$ cat config.mk
export PLATFORM = sky130hd
export DESIGN_NAME = subtract_swap_direction_exec
export DESIGN_NICKNAME = d
export VERILOG_FILES = /design/src/sswd_pkg.sv /design/src/subtract_swap_direction_exec.sv
export VERILOG_INCLUDE_DIRS = /design/src
export SDC_FILE = /design/constraint.sdc
export NUM_CORES = 1
export LEC_CHECK = 0
export BUFFER_PORTS_ARGS = -buffer_cell sky130_fd_sc_hd__buf_2
export CORE_MARGIN = 2
export CORE_UTILIZATION = 47
export DETAILED_ROUTE_END_ITERATION = 16
export PLACE_DENSITY = 0.85
export SYNTH_ARGS = -nofsm -noshare
export SYNTH_HDL_FRONTEND = slang
export SYNTH_SLANG_ARGS = --single-unit
export TNS_END_PERCENT = 1
$ cat constraint.sdc
create_clock -name clk_in -period 2.7 [get_ports clk_in]
set_clock_uncertainty 0.15 [all_clocks]
set_input_delay 0.405 -clock clk_in [delete_from_list [all_inputs] [get_ports clk_in]]
set_output_delay 0.405 -clock clk_in [all_outputs]
set_load 0.05 [all_outputs]
$ cat src/sswd_map.svh
// constants of the subtract / swap / direction-load execution datapath
`ifndef SSWD_MAP_SVH
`define SSWD_MAP_SVH
// opcode patterns on instruction bits 11:6 (low six bits hold d and f)
`define SUB_OPC 6'h02
`define SWAP_OPC 6'h0E
// direction-load is the full word with f in bits 2:0
`define DIRL_HI 9'h000
`define DIRL_REG 3'h6
// field positions
`define OPC_MSB 11
`define OPC_LSB 6
`define DEST_BIT 5
`define FADDR_MSB 4
`define DIRL_HI_MSB 11
`define DIRL_HI_LSB 3
`define DIRL_REG_MSB 2
// nibble positions inside a data word
`define NIB_LO_MSB 3
`define NIB_HI_LSB 4
`define NIB_HI_MSB 7
`define NIB_CARRY 4
// reset values
`define ACC_RST 8'h00
`define DIR_RST 8'hFF
`endif

$ cat src/sswd_pkg.sv
// types of the subtract / swap / direction-load execution datapath
`default_nettype none
package sswd_pkg;
   // decoded operation
   typedef enum logic [1:0] {
      OP_NONE = 2'b00,
      OP_SUB = 2'b01,
      OP_SWAP = 2'b10,
      OP_DIRL = 2'b11
   } op_kind_t;
endpackage : sswd_pkg
`default_nettype wire

$ cat src/subtract_swap_direction_exec.sv
// execution datapath for subtract, nibble swap and direction load
//
// Local design decisions: the address map and the address-and-strobe port.
`timescale 1ns/1ns
`default_nettype none
`include "sswd_map.svh"
module subtract_swap_direction_exec
   import sswd_pkg::*;
#(
   parameter int DATA_W = 8, // datapath width
   parameter int ADDR_W = 5 // file address width
) (
   input wire logic clk_in, // instruction clock, 250 MHz
   input wire logic resetn_in, // asynchronous reset, active low
   input wire logic exec_in, // one-cycle strobe: instr_in is valid
   input wire logic [11:0] instr_in, // instruction word
   input wire logic [DATA_W-1:0] file_rd_data_in, // addressed file register, same cycle
   output logic [ADDR_W-1:0] file_addr_out, // file address, combinational
   output logic file_wr_out, // file write strobe, combinational handshake
   output logic [DATA_W-1:0] file_wr_data_out, // file write data
   input wire logic acc_wr_in, // outside load of the accumulator
   input wire logic [DATA_W-1:0] acc_wr_data_in, // data for that load
   output logic [DATA_W-1:0] acc_out, // accumulator
   output logic [DATA_W-1:0] direction_out, // port direction register
   output logic carry_out, // carry, 1 means no borrow
   output logic digit_borrow_flag_out, // digit carry from low nibble
   output logic zero_out // result was zero
);
   // the nibble logic and the opcode table assume exactly these widths
   if (DATA_W != 8 || ADDR_W != 5) begin : g_bad_width
      $error("datapath serves only 8-bit data and 5-bit file addresses");
   end

   ////////////////////////////////////////////////////////////////////////////////
   // decode
   op_kind_t op; // operation of this cycle
   logic dest_file; // destination bit
   logic [DATA_W:0] diff_full; // difference with carry out
   logic [4:0] diff_low; // low nibble difference with carry out
   logic [DATA_W-1:0] result; // value bound for destination

   // decode kept in a function so the opcode table reads in one place
   function automatic op_kind_t decode_op(input logic [11:0] w);
      if (w[`OPC_MSB:`OPC_LSB] == `SUB_OPC) decode_op = OP_SUB;
      else if (w[`OPC_MSB:`OPC_LSB] == `SWAP_OPC) decode_op = OP_SWAP;
      else if (w[`DIRL_HI_MSB:`DIRL_HI_LSB] == `DIRL_HI && w[`DIRL_REG_MSB:0] == `DIRL_REG)
         decode_op = OP_DIRL;
      else decode_op = OP_NONE;
   endfunction : decode_op

   // combinational execute: all in one cycle, writes land at the next edge
   always_comb begin
      op = exec_in ? decode_op(instr_in) : OP_NONE;
      dest_file = instr_in[`DEST_BIT];
      // two's complement: f + ~w + 1, carry set means no borrow
      diff_full = {1'b0, file_rd_data_in} + {1'b0, ~acc_out} + 9'h001;
      // the nibble carry is worked apart so the digit flag needs no adder tap
      diff_low = {1'b0, file_rd_data_in[`NIB_LO_MSB:0]}
         + {1'b0, ~acc_out[`NIB_LO_MSB:0]} + 5'h01;
      unique case (op)
         OP_SUB: result = diff_full[DATA_W-1:0];
         OP_SWAP: result = {file_rd_data_in[`NIB_LO_MSB:0],
            file_rd_data_in[`NIB_HI_MSB:`NIB_HI_LSB]};
         OP_DIRL: result = acc_out; // no file or accumulator destination
         OP_NONE: result = acc_out; // idle: nothing is written
      endcase
   end

   ////////////////////////////////////////////////////////////////////////////////
   // file port: address always from the instruction, write only to file destination
   assign file_addr_out = instr_in[`FADDR_MSB:0];
   assign file_wr_out = (op == OP_SUB || op == OP_SWAP) && dest_file;
   assign file_wr_data_out = result;

   ////////////////////////////////////////////////////////////////////////////////
   // accumulator; an instruction result wins over the outside load
   // a losing outside load is dropped, not deferred; the caller must repeat it
   always_ff @(posedge clk_in or negedge resetn_in) begin
      if (!resetn_in) begin
         acc_out <= `ACC_RST;
      end else if ((op == OP_SUB || op == OP_SWAP) && !dest_file) begin
         acc_out <= result;
      end else if (acc_wr_in) begin
         acc_out <= acc_wr_data_in;
      end
   end

   // direction register, all inputs after reset
   // refused fields decode to no operation and never reach this register
   always_ff @(posedge clk_in or negedge resetn_in) begin
      if (!resetn_in) begin
         direction_out <= `DIR_RST;
      end else if (op == OP_DIRL) begin
         direction_out <= acc_out;
      end
   end

   // flags move on subtract only; swap and direction load leave them
   // they hold on idle cycles, so a later swap sees the last subtract's flags
   always_ff @(posedge clk_in or negedge resetn_in) begin
      if (!resetn_in) begin
         carry_out <= 1'b0;
         digit_borrow_flag_out <= 1'b0;
         zero_out <= 1'b0;
      end else if (op == OP_SUB) begin
         carry_out <= diff_full[DATA_W];
         digit_borrow_flag_out <= diff_low[`NIB_CARRY];
         zero_out <= (diff_full[DATA_W-1:0] == '0);
      end
   end

   ////////////////////////////////////////////////////////////////////////////////
   // checks
   // difference into the accumulator, wrapped to the data width
   property p_sub_value;
      @(posedge clk_in) disable iff (!resetn_in)
      (op == OP_SUB && !dest_file) |=> acc_out == $past(file_rd_data_in) - $past(acc_out);
   endproperty
   a_sub_value: assert property (p_sub_value) else $error("subtract result wrong");
   // carry set means the file value was not below the accumulator
   property p_sub_carry;
      @(posedge clk_in) disable iff (!resetn_in)
      op == OP_SUB |=> carry_out == ($past(file_rd_data_in) >= $past(acc_out));
   endproperty
   a_sub_carry: assert property (p_sub_carry) else $error("carry wrong");
   // zero flag follows equal operands
   property p_sub_zero;
      @(posedge clk_in) disable iff (!resetn_in)
      op == OP_SUB |=> zero_out == ($past(file_rd_data_in) == $past(acc_out));
   endproperty
   a_sub_zero: assert property (p_sub_zero) else $error("zero flag wrong");
   // digit flag is the carry out of the low nibble, 1 means no nibble borrow
   property p_sub_digit;
      @(posedge clk_in) disable iff (!resetn_in)
      op == OP_SUB |=>
         digit_borrow_flag_out == ($past(file_rd_data_in[3:0]) >= $past(acc_out[3:0]));
   endproperty
   a_sub_digit: assert property (p_sub_digit) else $error("digit flag wrong");
   // difference back into the file, accumulator left alone
   property p_sub_file;
      @(posedge clk_in) disable iff (!resetn_in)
      (op == OP_SUB && dest_file) |-> file_wr_out && file_wr_data_out == file_rd_data_in - acc_out
         ##1 acc_out == $past(acc_out) || $past(acc_wr_in);
   endproperty
   a_sub_file: assert property (p_sub_file) else $error("subtract to file wrong");
   // subtract into the accumulator must not touch the file
   property p_sub_keep_file;
      @(posedge clk_in) disable iff (!resetn_in)
      (op == OP_SUB && !dest_file) |-> !file_wr_out;
   endproperty
   a_sub_keep_file: assert property (p_sub_keep_file) else $error("file written");
   // swapped value lands in the accumulator
   property p_swap_value;
      @(posedge clk_in) disable iff (!resetn_in)
      (op == OP_SWAP && !dest_file) |=>
         acc_out == {$past(file_rd_data_in[3:0]), $past(file_rd_data_in[7:4])};
   endproperty
   a_swap_value: assert property (p_swap_value) else $error("swap result wrong");
   // swapped value on the file port when the file is the destination
   property p_swap_data;
      @(posedge clk_in) disable iff (!resetn_in)
      (op == OP_SWAP && dest_file) |->
         file_wr_data_out == {file_rd_data_in[3:0], file_rd_data_in[7:4]};
   endproperty
   a_swap_data: assert property (p_swap_data) else $error("swap file data wrong");
   // only a subtract moves the flags
   property p_swap_flags;
      @(posedge clk_in) disable iff (!resetn_in)
      op != OP_SUB |=> $stable({carry_out, digit_borrow_flag_out, zero_out});
   endproperty
   a_swap_flags: assert property (p_swap_flags) else $error("flags moved");
   // file strobe follows the destination bit on a swap
   property p_swap_file;
      @(posedge clk_in) disable iff (!resetn_in)
      (op == OP_SWAP) |-> file_wr_out == dest_file;
   endproperty
   a_swap_file: assert property (p_swap_file) else $error("swap routing wrong");
   // swap back into the file leaves the accumulator, unless loaded from outside
   property p_swap_keep_acc;
      @(posedge clk_in) disable iff (!resetn_in)
      (op == OP_SWAP && dest_file && !acc_wr_in) |=> $stable(acc_out);
   endproperty
   a_swap_keep_acc: assert property (p_swap_keep_acc) else $error("acc moved");
   // direction register takes the accumulator of the executing cycle
   property p_dirl;
      @(posedge clk_in) disable iff (!resetn_in)
      op == OP_DIRL |=> direction_out == $past(acc_out);
   endproperty
   a_dirl: assert property (p_dirl) else $error("direction load wrong");
   // direction load never writes the file register
   property p_dirl_no_write;
      @(posedge clk_in) disable iff (!resetn_in)
      op == OP_DIRL |-> !file_wr_out;
   endproperty
   a_dirl_no_write: assert property (p_dirl_no_write) else $error("file written");
   // direction load on any field but the port one is refused
   property p_dirl_refused;
      @(posedge clk_in) disable iff (!resetn_in)
      (exec_in && instr_in[11:3] == '0 && instr_in[2:0] != 3'h6) |=> $stable(direction_out);
   endproperty
   a_dirl_refused: assert property (p_dirl_refused) else $error("bad field loaded");
   // only a strobed instruction with a file destination raises the write strobe
   property p_wr_needs_exec;
      @(posedge clk_in) disable iff (!resetn_in)
      file_wr_out |-> exec_in && dest_file;
   endproperty
   a_wr_needs_exec: assert property (p_wr_needs_exec) else $error("stray file write");
   // with no operation and no outside load the registers stand
   property p_one_cycle;
      @(posedge clk_in) disable iff (!resetn_in)
      op == OP_NONE && !acc_wr_in |=> $stable(acc_out) && $stable(direction_out);
   endproperty
   a_one_cycle: assert property (p_one_cycle) else $error("state moved without op");
   // main scenarios: zero result, borrow, swap to file, direction load, back to back
   c_sub_zero: cover property (@(posedge clk_in) disable iff (!resetn_in)
      op == OP_SUB ##1 zero_out);
   c_sub_borrow: cover property (@(posedge clk_in) disable iff (!resetn_in)
      op == OP_SUB ##1 !carry_out);
   c_swap_file: cover property (@(posedge clk_in) disable iff (!resetn_in)
      op == OP_SWAP && dest_file);
   c_dirl: cover property (@(posedge clk_in) disable iff (!resetn_in) op == OP_DIRL);
   c_b2b: cover property (@(posedge clk_in) disable iff (!resetn_in)
      (op == OP_SWAP && !dest_file) ##1 op == OP_SUB);
endmodule : subtract_swap_direction_exec
`default_nettype wire

Word-level counts from Yosys, hierarchy flattened --
Cells that the tools add are included.
Storage, ports and cells: input bits 32, bits in registers 19
Cells by class: mux-type cells 7, eq/ne operators 6, $add $sub $neg 4, reductions and logical operators 10, bitwise operators 2
Operators by type and width (number):
- $pmux 8 s3 | 1
- $mux 8 | 2
- $add 8x8->9 | 1
- $add 9x1->9 const B | 1
- $logic_not 9->1 | 1
- $logic_not 8->1 | 1
- $mux 2 | 4
- $not 8->8 | 1
- $eq 6x2->1 const B | 1
- $eq 6x4->1 const B | 1
- $add 4x4->5 | 1
- $add 5x1->5 const B | 1
- $eq 2x2->1 const B | 2
- $not 4->4 | 1
- $eq 3x3->1 const B | 1
- $logic_and 1x1->1 | 3
- $eq 2x1->1 const B | 1
- $logic_not 2->1 | 1
- $reduce_bool 2->1 | 1
- $reduce_or 2->1 | 1
- $logic_not 1->1 | 1
- $logic_or 1x1->1 | 1

Longest topological paths before layout --
Gate-level depths: netlist of run 1.
word-level depth 10, depth in mapped cells 10

Least setup slack after synthesis of run 1 --
OpenSTA, ideal clock, no wires.
path kind input-to-output, start input instr_in[10], end output file_wr_data_out[7], data arrival time 2771 ps, data required time 2145 ps, path slack -626 ps, stages on the path 7, path buffers 1, path through nor4_4 > nand3_1 > a21boi_0 > ha_1 > clkbuf_1 > a22oi_1 > o21ai_0
Between the ends: cells in the longest elaborated chain, start to end 9, elaborated cells on any way between the ends 14, those cells by class eq/ne (5); mux (5); reduce/logical (4)
RTL lines:
- start: declaration | line subtract_swap_direction_exec.sv:16 | input wire logic [11:0] instr_in,
- $logic_not 9->1 (no source line)
- $logic_and 1x1->1 (no source line)
- $mux 2 | line subtract_swap_direction_exec.sv:46 | else if (w[`DIRL_HI_MSB:`DIRL_HI_LSB] == `DIRL_HI && w[`DIRL_REG_MSB:0] == `DIRL_REG)
- $mux 2 | line subtract_swap_direction_exec.sv:45 | else if (w[`OPC_MSB:`OPC_LSB] == `SWAP_OPC) decode_op = OP_SWAP;
- $mux 2 * | line subtract_swap_direction_exec.sv:44 | if (w[`OPC_MSB:`OPC_LSB] == `SUB_OPC) decode_op = OP_SUB;
- $mux 2 * | line subtract_swap_direction_exec.sv:53 | op = exec_in ? decode_op(instr_in) : OP_NONE;
- $eq 2x2->1 or $logic_not 2->1 (tied branches) | line subtract_swap_direction_exec.sv:60 | unique case (op)
- $reduce_or 2->1 (no source line)
- $pmux 8 s3 * | line subtract_swap_direction_exec.sv:60
- end: declaration | line subtract_swap_direction_exec.sv:20 | output logic [DATA_W-1:0] file_wr_data_out,
Every way passes the cells marked *; elsewhere a longest branch is shown, timed or not.

Final worst setup path of run 1 --
start register acc_out[1], end register zero_out
Between the ends: cells in the longest elaborated chain, start to end 4
RTL lines:
- start: declaration | line subtract_swap_direction_exec.sv:23 | output logic [DATA_W-1:0] acc_out,
- start signal: assignment | line subtract_swap_direction_exec.sv:80 | acc_out <= `ACC_RST;
- start signal: assignment | line subtract_swap_direction_exec.sv:82 | acc_out <= result;
- start signal: assignment | line subtract_swap_direction_exec.sv:84 | acc_out <= acc_wr_data_in;
- $not 8->8 | line subtract_swap_direction_exec.sv:56 | diff_full = {1'b0, file_rd_data_in} + {1'b0, ~acc_out} + 9'h001;
- $add 8x8->9 | line subtract_swap_direction_exec.sv:56
- $add 9x1->9 | line subtract_swap_direction_exec.sv:56
- $logic_not 8->1 | line subtract_swap_direction_exec.sv:108 | zero_out <= (diff_full[DATA_W-1:0] == '0);
- end signal: assignment | line subtract_swap_direction_exec.sv:108
- end: declaration | line subtract_swap_direction_exec.sv:27 | output logic zero_out
Every way passes these cells. A chain may end at the register's enable or synchronous reset.

==> results.txt, run 1 <==
Final Hold Viols = 0
Overflow left after global routing = 0
Max_cap viols = 0
Avg Cell Area, Syn = 9.12 um2
FMAX = 357 MHz
Synth cell count leaders = nand2_1, inv_1, dfrtp_1
# IOs = 65
CTS H-tree lvls = 1
Hold Path End = acc_out[0]
# diodes = 0
Post-DP HPWL = 3360 um
Clock Tree Root = clkbuf_4
Core area = 0.00303 mm2
Clock Tree Buf Depth = 2
Setup violators final = 5
Total iterations of the first detailed-routing run = 5
Tmin final = 2800 ps
PwrDens = 429 mW/mm2
CP arrival = 2910 ps
Vias in the first global route = 1596
RSZ-0062 raised after global routing = true
Synth Net Count = 207
HP Start = acc_wr_data_in[0]
Worst vdd ir = 0.000250 V
Seq/Total Area, Yosys = 0.325
Yosys warns = 0
Setup slack after layout = -105 ps
Die area = 0.00365 mm2
Violated checks = setup timing
# DRC = 0
CP required = 2810 ps
HP Class = input pin to register
Routed vias/inst = 6.01
Clock Latency Late Sink = 310 ps
Post-synthesis cell type count = 44
Final Total Pwr = 1.05 mW
Status = finished, violations left
Most numerous cell in the Yosys netlist = nand2_1
Reg clk slew, reported paths = 120 ps
Total routed wirelength = 5980 um
Slew HR = 0.530
Chip height = 60.4 um
Post-route clock period utilization = 1.04
GP Congestion = 0.926
Proportion of layout cells with a drive suffix above 1 = 0.664
Leak = 1.18 nW
EDFF count, synth = 0
Critical Path End Type = register
Wire per inst = 19.7 um
Crit start category = register
Fraction of registers with async set or reset after synthesis = 1.00
Seq cells post-synth = 19
Post-synthesis cell area = 0.00150 mm2
Fin Hold WS = 241 ps
R2R Setup Slk = -100 ps
Tot GR Track Use = 0.280
Routed Antenna Nets = 0
Yosys top cell by area = dfrtp_1
FF-to-FF End = zero_out
Vias = 1822
Cts bufs inserted = 3
Chip Width = 60.4 um
Reg2reg start = acc_out[1]
Worst-path maximum fanout = 5
Starting DRT DRC Count = 142
Largest net degree at the start of global routing = 20
Hold Path Cell Cnt = 3
Share of the synthesized area in the top cell type = 0.184
Cell Rows = 20
Pins Over Slew Limit = 0
Synthesis-to-layout area growth = 64.3%
Top cells by area, synth = dfrtp_1, dfstp_2, ha_1
Initial Utilization = 0.494
Reg2Reg Depth = 8
First-pass GRT wire length = 7420 um
CTS tree = yes
Setup_tns = -184 ps
Mapped Cells = 164
WS Path Type = register to register
Worst-Margin Slew = 688 ps
Post-synth top flop = dfrtp_1
# nets final = 303
Initial antenna violation count = 0
Sink Count = 19
Post-place setup slack = -326 ps
Port buffer count = 64
per-stage QoR:
| stage | utilization | cell area [um2] | std cells |
|---|---|---|---|
| 2_1_floorplan | - | 1530 | 164 |
| 3_3_place_gp | 0.661 | 2000 | 282 |
| 3_5_place_dp | 0.661 | 2000 | 282 |
| 4_1_cts | 0.727 | 2200 | 294 |
| 5_1_grt | 0.811 | 2460 | 303 |
| 6_report | 0.811 | 2460 | 303 |
how the worst max path moves through the flow:
stage                 start                  end  slack [ps]  cells after the start
2_1_floorplan  instr_in[10]  file_wr_data_out[0]        -110                      7
3_3_place_gp    instr_in[8]  file_wr_data_out[6]        -110                      8
4_1_cts          acc_out[4]  file_wr_data_out[7]         -20                      8
6_report         acc_out[1]             zero_out        -100                      8
3_5_place_dp    instr_in[8]  file_wr_data_out[6]        -330                      8
5_1_grt          acc_out[4]  file_wr_data_out[6]         -90                      8
layout by cell type, fill, tap and decap left out, drive strengths merged, types with 2 or more instances in the layout:
cell | netlist | layout
o211ai | 2 | 2
dfrtp | 11 | 11
a221oi | 4 | 4
o31ai | 3 | 3
xor2 | 2 | 2
or3 | 3 | 3
nand2 | 15 | 15
nor2 | 8 | 8
nand2b | 2 | 2
a21oi | 11 | 11
nor4 | 2 | 2
mux2i | 5 | 5
clkbuf | 4 | 3
ha | 10 | 10
buf | 8 | 102
a21boi | 3 | 3
nor2b | 2 | 2
a22oi | 5 | 5
o21bai | 2 | 2
o21a | 3 | 3
nand4 | 3 | 3
dfstp | 8 | 8
mux2 | 8 | 8
o21ai | 9 | 9
nand3 | 6 | 6
inv | 13 | 13
registers in the layout, summed over array words and instances (netlist names):
name,count
acc_out,8
carry_out,1
digit_borrow_flag_out,1
direction_out,8
zero_out,1
cell families (layout without fill, tap and decap cells):
family / Yosys count / after routing / synth area share
muxes: 13 / 13 / 0.0937
xor gates and xnor gates: 2 / 2 / 0.0117
DFF: 19 / 19 / 0.325
buffers and inverters: 25 / 120 / 0.0854
adders and majority gates: 11 / 11 / 0.0971
and+or+nand+nor: 45 / 45 / 0.161
AOI/OAI and AO/OA: 49 / 49 / 0.227
metal layers:
metal / global-route usage / vias up / routed length (um)
met3: 0.0320 / 27 / 492
met2: 0.460 / 136 / 3030
met1: 0.367 / 866 / 2230
met5: 0 / - / 0
li1: - / 793 / -
met4: 0.137 / 0 / 225
report_power, final:
group / leakage [nW] / switching, mW / internal [mW]
Clock: 0.0177 / 0.0984 / 0.0554
Combinational: 0.940 / 0.352 / 0.228
Sequential: 0.217 / 0.0167 / 0.303
Total: 1.18 / 0.467 / 0.587
area by class of cell:
class	instances	area, um2
Multi-Input combinational cell	120	1170
Tap cell	44	55.1
Sequential cell	19	487
Timing Repair Buffer	103	668
Clock inverter	1	5.00
Clock buffer	3	22.5
Inverter	13	48.8
Fill cell	189	572
critical path, cell delays in order (launching register included):
cell	delay, ps
dfrtp_2	460
buf_4	150
fa_2	360
buf_4	140
xor2_1	310
nand3_1	170
a2111oi_0	660
buf_4	220
a22o_1	120
timing repair:
action | CTS | global route
pin swaps | 4 | 14
resized for setup | 30 | 39
gates cloned | 0 | 0
hold endpoints to repair | 11 | 0
setup buffers | 7 | 9
setup endpoints to repair | 9 | 9
hold buffers | 1 | 0
Note: power is estimated with default switching activity, not from simulation.
==> inputs of run 2 (changes only) <==
- ABC_AREA: not set -> 1
- CORE_UTILIZATION: 47 -> 49
- PLACE_DENSITY: 0.85 -> 0.87
==> run 2 against run 1 <==
Highest routed layer unchanged. Synthesized area increased by 8.8%. Sequential power down 1%. Synthesized cell count is 38% higher. The flow now finishes without violations. Largest power group unchanged.
==> results.txt, run 2 <==
Biggest regs = acc_out: 8 flops, direction_out: 8 flops (unchanged)
Total routed wirelength = 4780 um (was 5980 um)
Reg2Reg Depth = 8 (unchanged)
RSZ-0062 raised after global routing = true (unchanged)
Routed vias/inst = 5.16 (was 6.01)
Starting DRT DRC Count = 115 (was 142)
Seq cells post-synth = 19 (unchanged)
Most numerous cell in the Yosys netlist = nand2_1 (unchanged)
Core area = 0.00310 mm2 (was 0.00303 mm2)
DP Area = 0.00202 mm2 (was 0.00200 mm2)
Mapped Cells = 227 (was 164)
Cell Rows = 20 (unchanged)
Fraction of registers with async set or reset after synthesis = 1.00 (unchanged)
PwrDens = 418 mW/mm2 (was 429 mW/mm2)
Wire per inst = 13.8 um (was 19.7 um)
Leak = 1.21 nW (was 1.18 nW)
Reg clk slew, reported paths = 110 ps (was 120 ps)
CP required = 2140 ps (was 2810 ps)
Most frequent cells in the layout = nand2_1, buf_2, inv_1 (was buf_2, buf_4, nand2_1)
WS Path Type = input pin to output port (was register to register)
Routed Antenna Nets = 0 (unchanged)
# nets final = 347 (was 303)
Worst-path maximum fanout = 2 (was 5)
FMAX = 378 MHz (was 357 MHz)
CP arrival = 2090 ps (was 2910 ps)
Yosys top cell by area = dfrtp_1 (unchanged)
Overflow left after global routing = 0 (unchanged)
Crit start category = input pin (was register)
CTS tree = yes (unchanged)
# IOs = 65 (unchanged)
Worst-Margin Slew = 443 ps (was 688 ps)
Post-DP HPWL = 3640 um (was 3360 um)
Proportion of layout cells with a drive suffix above 1 = 0.413 (was 0.664)
EDFF count, synth = 0 (unchanged)
Tmin final = 2640 ps (was 2800 ps)
DR WL met2 = 2480 um (was 3030 um)
Pins Over Slew Limit = 0 (unchanged)
Post-route clock period utilization = 0.980 (was 1.04)
Largest net degree at the start of global routing = 20 (unchanged)
Vias = 1792 (was 1822)
Status = complete, no violations (was finished, violations left)
Cts bufs inserted = 3 (unchanged)
Setup slack after layout = 55.1 ps (was -105 ps)
Hold Path Cell Cnt = 3 (unchanged)
Clock Latency Late Sink = 300 ps (was 310 ps)
Clock Tree Root = clkbuf_4 (unchanged)
Vias in the first global route = 1528 (was 1596)
Setup violators final = 0 (was 5)
Final Total Pwr = 0.934 mW (was 1.05 mW)
Clock Tree Buf Depth = 2 (unchanged)
Final Hold Viols = 0 (unchanged)
Die area = 0.00380 mm2 (was 0.00365 mm2)
M1 WL = 1900 um (was 2230 um)
Uppermost layer routed = met4 (unchanged)
Top cells by area, synth = dfrtp_1, nand2_1, dfstp_2 (was dfrtp_1, dfstp_2, ha_1)
# DRC = 0 (unchanged)
Most common cell after layout, fill and taps aside = nand2_1 (was buf_2)
Post-synth top flop = dfrtp_1 (unchanged)
Seq/Total Area, Yosys = 0.298 (was 0.325)
Post-synthesis cell type count = 35 (was 44)
Worst vdd ir = 0.000292 V (was 0.000250 V)
Port buffer count = 64 (unchanged)
Critical Path End Type = output port (was register)
Synthesis-to-layout area growth = 37.2% (was 64.3%)
Tot GR Track Use = 0.241 (was 0.280)
Chip Width = 61.6 um (was 60.4 um)
Slew HR = 0.705 (was 0.530)
Total iterations of the first detailed-routing run = 4 (was 5)
Chip height = 61.6 um (was 60.4 um)
Initial antenna violation count = 0 (unchanged)
Avg Cell Area, Syn = 7.17 um2 (was 9.12 um2)
GP Congestion = 0.868 (was 0.926)
# diodes = 0 (unchanged)
Yosys warns = 0 (unchanged)
Post-synthesis cell area = 0.00163 mm2 (was 0.00150 mm2)
Share of the synthesized area in the top cell type = 0.169 (was 0.184)
Design area = 0.00223 mm2 (was 0.00246 mm2)
Initial Utilization = 0.524 (was 0.494)
HP Class = input pin to register (unchanged)
CTS H-tree lvls = 1 (unchanged)
Max_cap viols = 0 (unchanged)
Sink Count = 19 (unchanged)
Post-place setup slack = -153 ps (was -326 ps)
Synth cell count leaders = nand2_1, inv_1, nand3_1 (was nand2_1, inv_1, dfrtp_1)
DR WL met3 = 355 um (was 492 um)
First-pass GRT wire length = 6730 um (was 7420 um)
Synth Net Count = 270 (was 207)
## run 2: cell types whose count changed in the layout (fill, tap and decap cells not counted), sizes merged, moves of 5 or more
cell,delta
a22oi,-5
nor2,+13
nand3,+18
nand2,+52
inv,+20
buf,-23
mux2i,-5
mux2,-7
## run 2: cell type report
cell class | instances | area (um2)
clock buffers | 4 | 26.3
fillers | 271 | 871
inverters | 33 | 129
multi-input cells | 166 | 1030
flip-flops and latches | 19 | 487
well taps | 44 | 55.1
repair buffers | 81 | 507
## run 2: cells by family (layout without fill, tap and decap cells)
logic type	Yosys count	count (layout)	share of synthesized area
AOI/OAI and AO/OA	31	31	0.120
xor gates and xnor gates	1	1	0.00539
adders and majority gates	11	11	0.0892
buffers and inverters	42	118	0.124
DFF	19	19	0.298
muxes	1	1	0.00692
and+or+nand+nor	122	122	0.356
## run 2: metal layers
metal,up-vias,track usage
met3,7,0.0399
met5,-,0
met4,0,0.0365
met1,815,0.308
met2,80,0.436
li1,890,-
## run 2: timing repair
action / 4_1_cts / 5_1_grt
setup buffers: 0 / 3
hold endpoints to repair: 11 / 0
resized for setup: 8 / 45
hold buffers: 1 / 0
cloned: 0 / 0
pin swaps: 0 / 11
endpoints found under the setup margin: 7 / 9
## run 2: report_power, final
part | total [mW] | switching (mW) | internal, mW
sequential | 0.316 | 0.0119 | 0.304
combinational | 0.471 | 0.312 | 0.159
clock | 0.148 | 0.0901 | 0.0576
total | 0.934 | 0.414 | 0.520
## run 2: final timing paths
path	from	endpoint	slack, ps
worst min register to register	direction_out[2]	direction_out[2]	340
worst max register to register	acc_out[0]	zero_out	630
worst max-delay path	instr_in[3]	file_wr_data_out[0]	60
worst min-delay path	acc_wr_data_in[0]	acc_out[0]	200
max in group asynchronous	resetn_in	direction_out[2]	1640
min in group asynchronous	resetn_in	acc_out[5]	420
## run 2: stage by stage
step / hold slack [ps] / util / cells / TNS, ps
3_5_place_dp: 226 / 0.652 / 339 / -651
6_report: 203 / 0.719 / 347 / 0
4_1_cts: 196 / 0.669 / 344 / 0
2_1_floorplan: -40.6 / - / 227 / -101
5_1_grt: 193 / 0.719 / 347 / -242
3_3_place_gp: 216 / 0.652 / 339 / -531
## run 2: critical path, cell delays in order
cell,delay (ps)
buf_2,110
nor4_2,250
nand4_1,190
o21ai_2,220
inv_2,60
ha_4,290
a22o_1,130
nand2_1,60
o21ai_1,160
buf_6,210
==> inputs of run 3 (changes only) <==
- PLACE_DENSITY: 0.87 -> 0.81
==> run 3 against run 2 <==
Sequential share of layout area decreased by 0.64 points. Global-route usage is 0.30 points lower. Largest cell class unchanged. Largest power group unchanged. Non-clock buffer count is 3 higher. Final cell count rose by 0.86%. Clock-buffer cell count decreased by 1. Highest routed layer unchanged.
==> results.txt, run 3 (same netlist as run 2, synthesis figures left out) <==
Combinational Power Share = 0.508 (was 0.504)
Total routed wirelength = 4820 um (was 4780 um)
Die area = 0.00380 mm2 (unchanged)
Biggest regs = acc_out: 8 flops, direction_out: 8 flops (unchanged)
Leak = 1.24 nW (was 1.21 nW)
Post-DP HPWL = 3460 um (was 3640 um)
Largest net degree at the start of global routing = 20 (unchanged)
Critical Path End Type = output port (unchanged)
Reg clk slew, reported paths = 130 ps (was 110 ps)
Reg power frac = 0.331 (was 0.338)
# IOs = 65 (unchanged)
Slew HR = 0.708 (was 0.705)
Core area = 0.00310 mm2 (unchanged)
CTS H-tree lvls = 1 (unchanged)
Tmin final = 2690 ps (was 2640 ps)
Sw Share = 0.447 (was 0.443)
Proportion of layout cells with a drive suffix above 1 = 0.435 (was 0.413)
Most frequent cells in the layout = nand2_1, buf_2, inv_1 (unchanged)
Synthesis-to-layout area growth = 41.4% (was 37.2%)
Worst-path maximum fanout = 7 (was 2)
Worst-Margin Slew = 438 ps (was 443 ps)
PwrDens = 416 mW/mm2 (was 418 mW/mm2)
Setup violators final = 0 (unchanged)
Cells after DPL = 344 (was 339)
P_sw = 0.427 mW (was 0.414 mW)
CP required = 2140 ps (about the same)
Final design utilization = 0.741 (was 0.719)
Wire per inst = 13.8 um (about the same)
Starting DRT DRC Count = 83 (was 115)
Port buffer count = 64 (unchanged)
Pins Over Slew Limit = 0 (unchanged)
Overflow left after global routing = 0 (unchanged)
Status = complete, no violations (unchanged)
RSZ-0062 raised after global routing = true (unchanged)
CP arrival = 2130 ps (was 2090 ps)
Cell Rows = 20 (unchanged)
Clock share of power = 0.160 (was 0.158)
Post-route clock period utilization = 0.995 (was 0.980)
Initial antenna violation count = 0 (unchanged)
Crit start category = input pin (unchanged)
Final std cells w/o fill = 350 (was 347)
Routed Antenna Nets = 0 (unchanged)
Final Total Pwr = 0.956 mW (was 0.934 mW)
Routed vias/inst = 5.17 (was 5.16)
Vias = 1809 (was 1792)
Slowest-stage cell, CP = ha_4 (unchanged)
Cts bufs inserted = 3 (unchanged)
Chip Width = 61.6 um (unchanged)
Most common cell after layout, fill and taps aside = nand2_1 (unchanged)
Tot GR Track Use = 0.238 (was 0.241)
FMAX = 372 MHz (was 378 MHz)
Crit-path max cell delay = 300 ps (was 290 ps)
# DRC = 0 (unchanged)
Internal = 0.529 mW (was 0.520 mW)
First-pass GRT wire length = 6640 um (was 6730 um)
Total iterations of the first detailed-routing run = 4 (unchanged)
Clock Tree Buf Depth = 2 (unchanged)
# fillers = 257 (was 271)
Vias in the first global route = 1527 (was 1528)
HP Class = input pin to register (unchanged)
Clock Latency Late Sink = 310 ps (was 300 ps)
Worst vdd ir = 0.000362 V (was 0.000292 V)
WS Path Type = input pin to output port (unchanged)
Sink Count = 19 (unchanged)
Worst path buffer plus inverter count = 4 (was 3)
Initial Utilization = 0.524 (unchanged)
Final Hold Viols = 0 (unchanged)
CTS tree = yes (unchanged)
Clock Tree Root = clkbuf_4 (unchanged)
Setup_tns = 0 ps (unchanged)
# diodes = 0 (unchanged)
Crit-path cells = buf_6 -> nor4_4 -> nand4_1 -> o21ai_2 -> inv_2 -> ha_4 -> inv_8 -> o221ai_4 -> and2_4 -> buf_8 (was buf_2 -> nor4_2 -> nand4_1 -> o21ai_2 -> inv_2 -> ha_4 -> a22o_1 -> nand2_1 -> o21ai_1 -> buf_6)
Max_cap viols = 0 (unchanged)
GP Congestion = 0.861 (was 0.868)
# nets final = 350 (was 347)
CP delay by family, top = simple AND/OR/NAND/NOR gates (was compound AO/OA/AOI/OAI gates)
Chip height = 61.6 um (unchanged)
run 3: cell count changes in the layout (fill, tap and decap cells not counted), sizes merged:
cell and change:
buf +3, clkinv +1, clkbuf -1
run 3: final timing paths:
path	depth (start not counted)	from	slack (ps)	endpoint
max	10	instr_in[3]	10	file_wr_data_out[5]
min	3	acc_wr_data_in[2]	180	acc_out[2]
max reg2reg	8	acc_out[0]	750	zero_out
min reg2reg	2	zero_out	340	zero_out
max in group asynchronous	2	resetn_in	1650	direction_out[2]
min in group asynchronous	2	resetn_in	400	digit_borrow_flag_out
run 3: tightest hold or removal path: stages:
cell and delay (ps):
buf_2 80, nand3_1 60, nand3_1 70
run 3: area by class of cell:
type                            count  area (um2)  area share
Inverter                           33         131      0.0571
Clock buffer                        3        22.5     0.00979
Timing Repair Buffer               84         542       0.236
Tap cell                           44        55.1      0.0239
Clock inverter                      1        5.00     0.00218
Sequential cell                    19         487       0.212
Multi-Input combinational cell    166        1060       0.460
run 3: layer usage:
metal,up-vias,GRT usage,share of wire
met1,844,0.302,0.40
met5,-,0,0
met2,69,0.409,0.52
li1,890,-,-
met4,0,0.0669,0.0087
met3,6,0.0504,0.072
run 3: timing repair:
| item | CTS | global route |
|---|---|---|
| hold endpoints to repair | 11 | 0 |
| pin swaps | 0 | 12 |
| setup buffers | 0 | 1 |
| hold buffers | 1 | 0 |
| gates resized for setup | 11 | 52 |
| setup endpoints to repair | 8 | 9 |
run 3: per-stage QoR:
step | setup slack [ps] | hold slack [ps] | cell area [um2]
2_1_floorplan | -85.0 | -40.6 | 1630
3_3_place_gp | -97.1 | 223 | 2060
3_5_place_dp | -248 | 221 | 2060
4_1_cts | -12.8 | 190 | 2130
5_1_grt | -126 | 188 | 2300
6_report | 13.0 | 184 | 2300
run 3: power by group through the flow:
stage | Combinational, mW | Clock [mW] | Sequential [mW]
finish | 0.486 | 0.153 | 0.317
detailed placement | 0.419 | 0 | 0.320
CTS | 0.430 | 0.156 | 0.315
floorplan | 0.234 | 0 | 0.385
global route | 0.525 | 0.167 | 0.320
global placement | 0.412 | 0 | 0.320
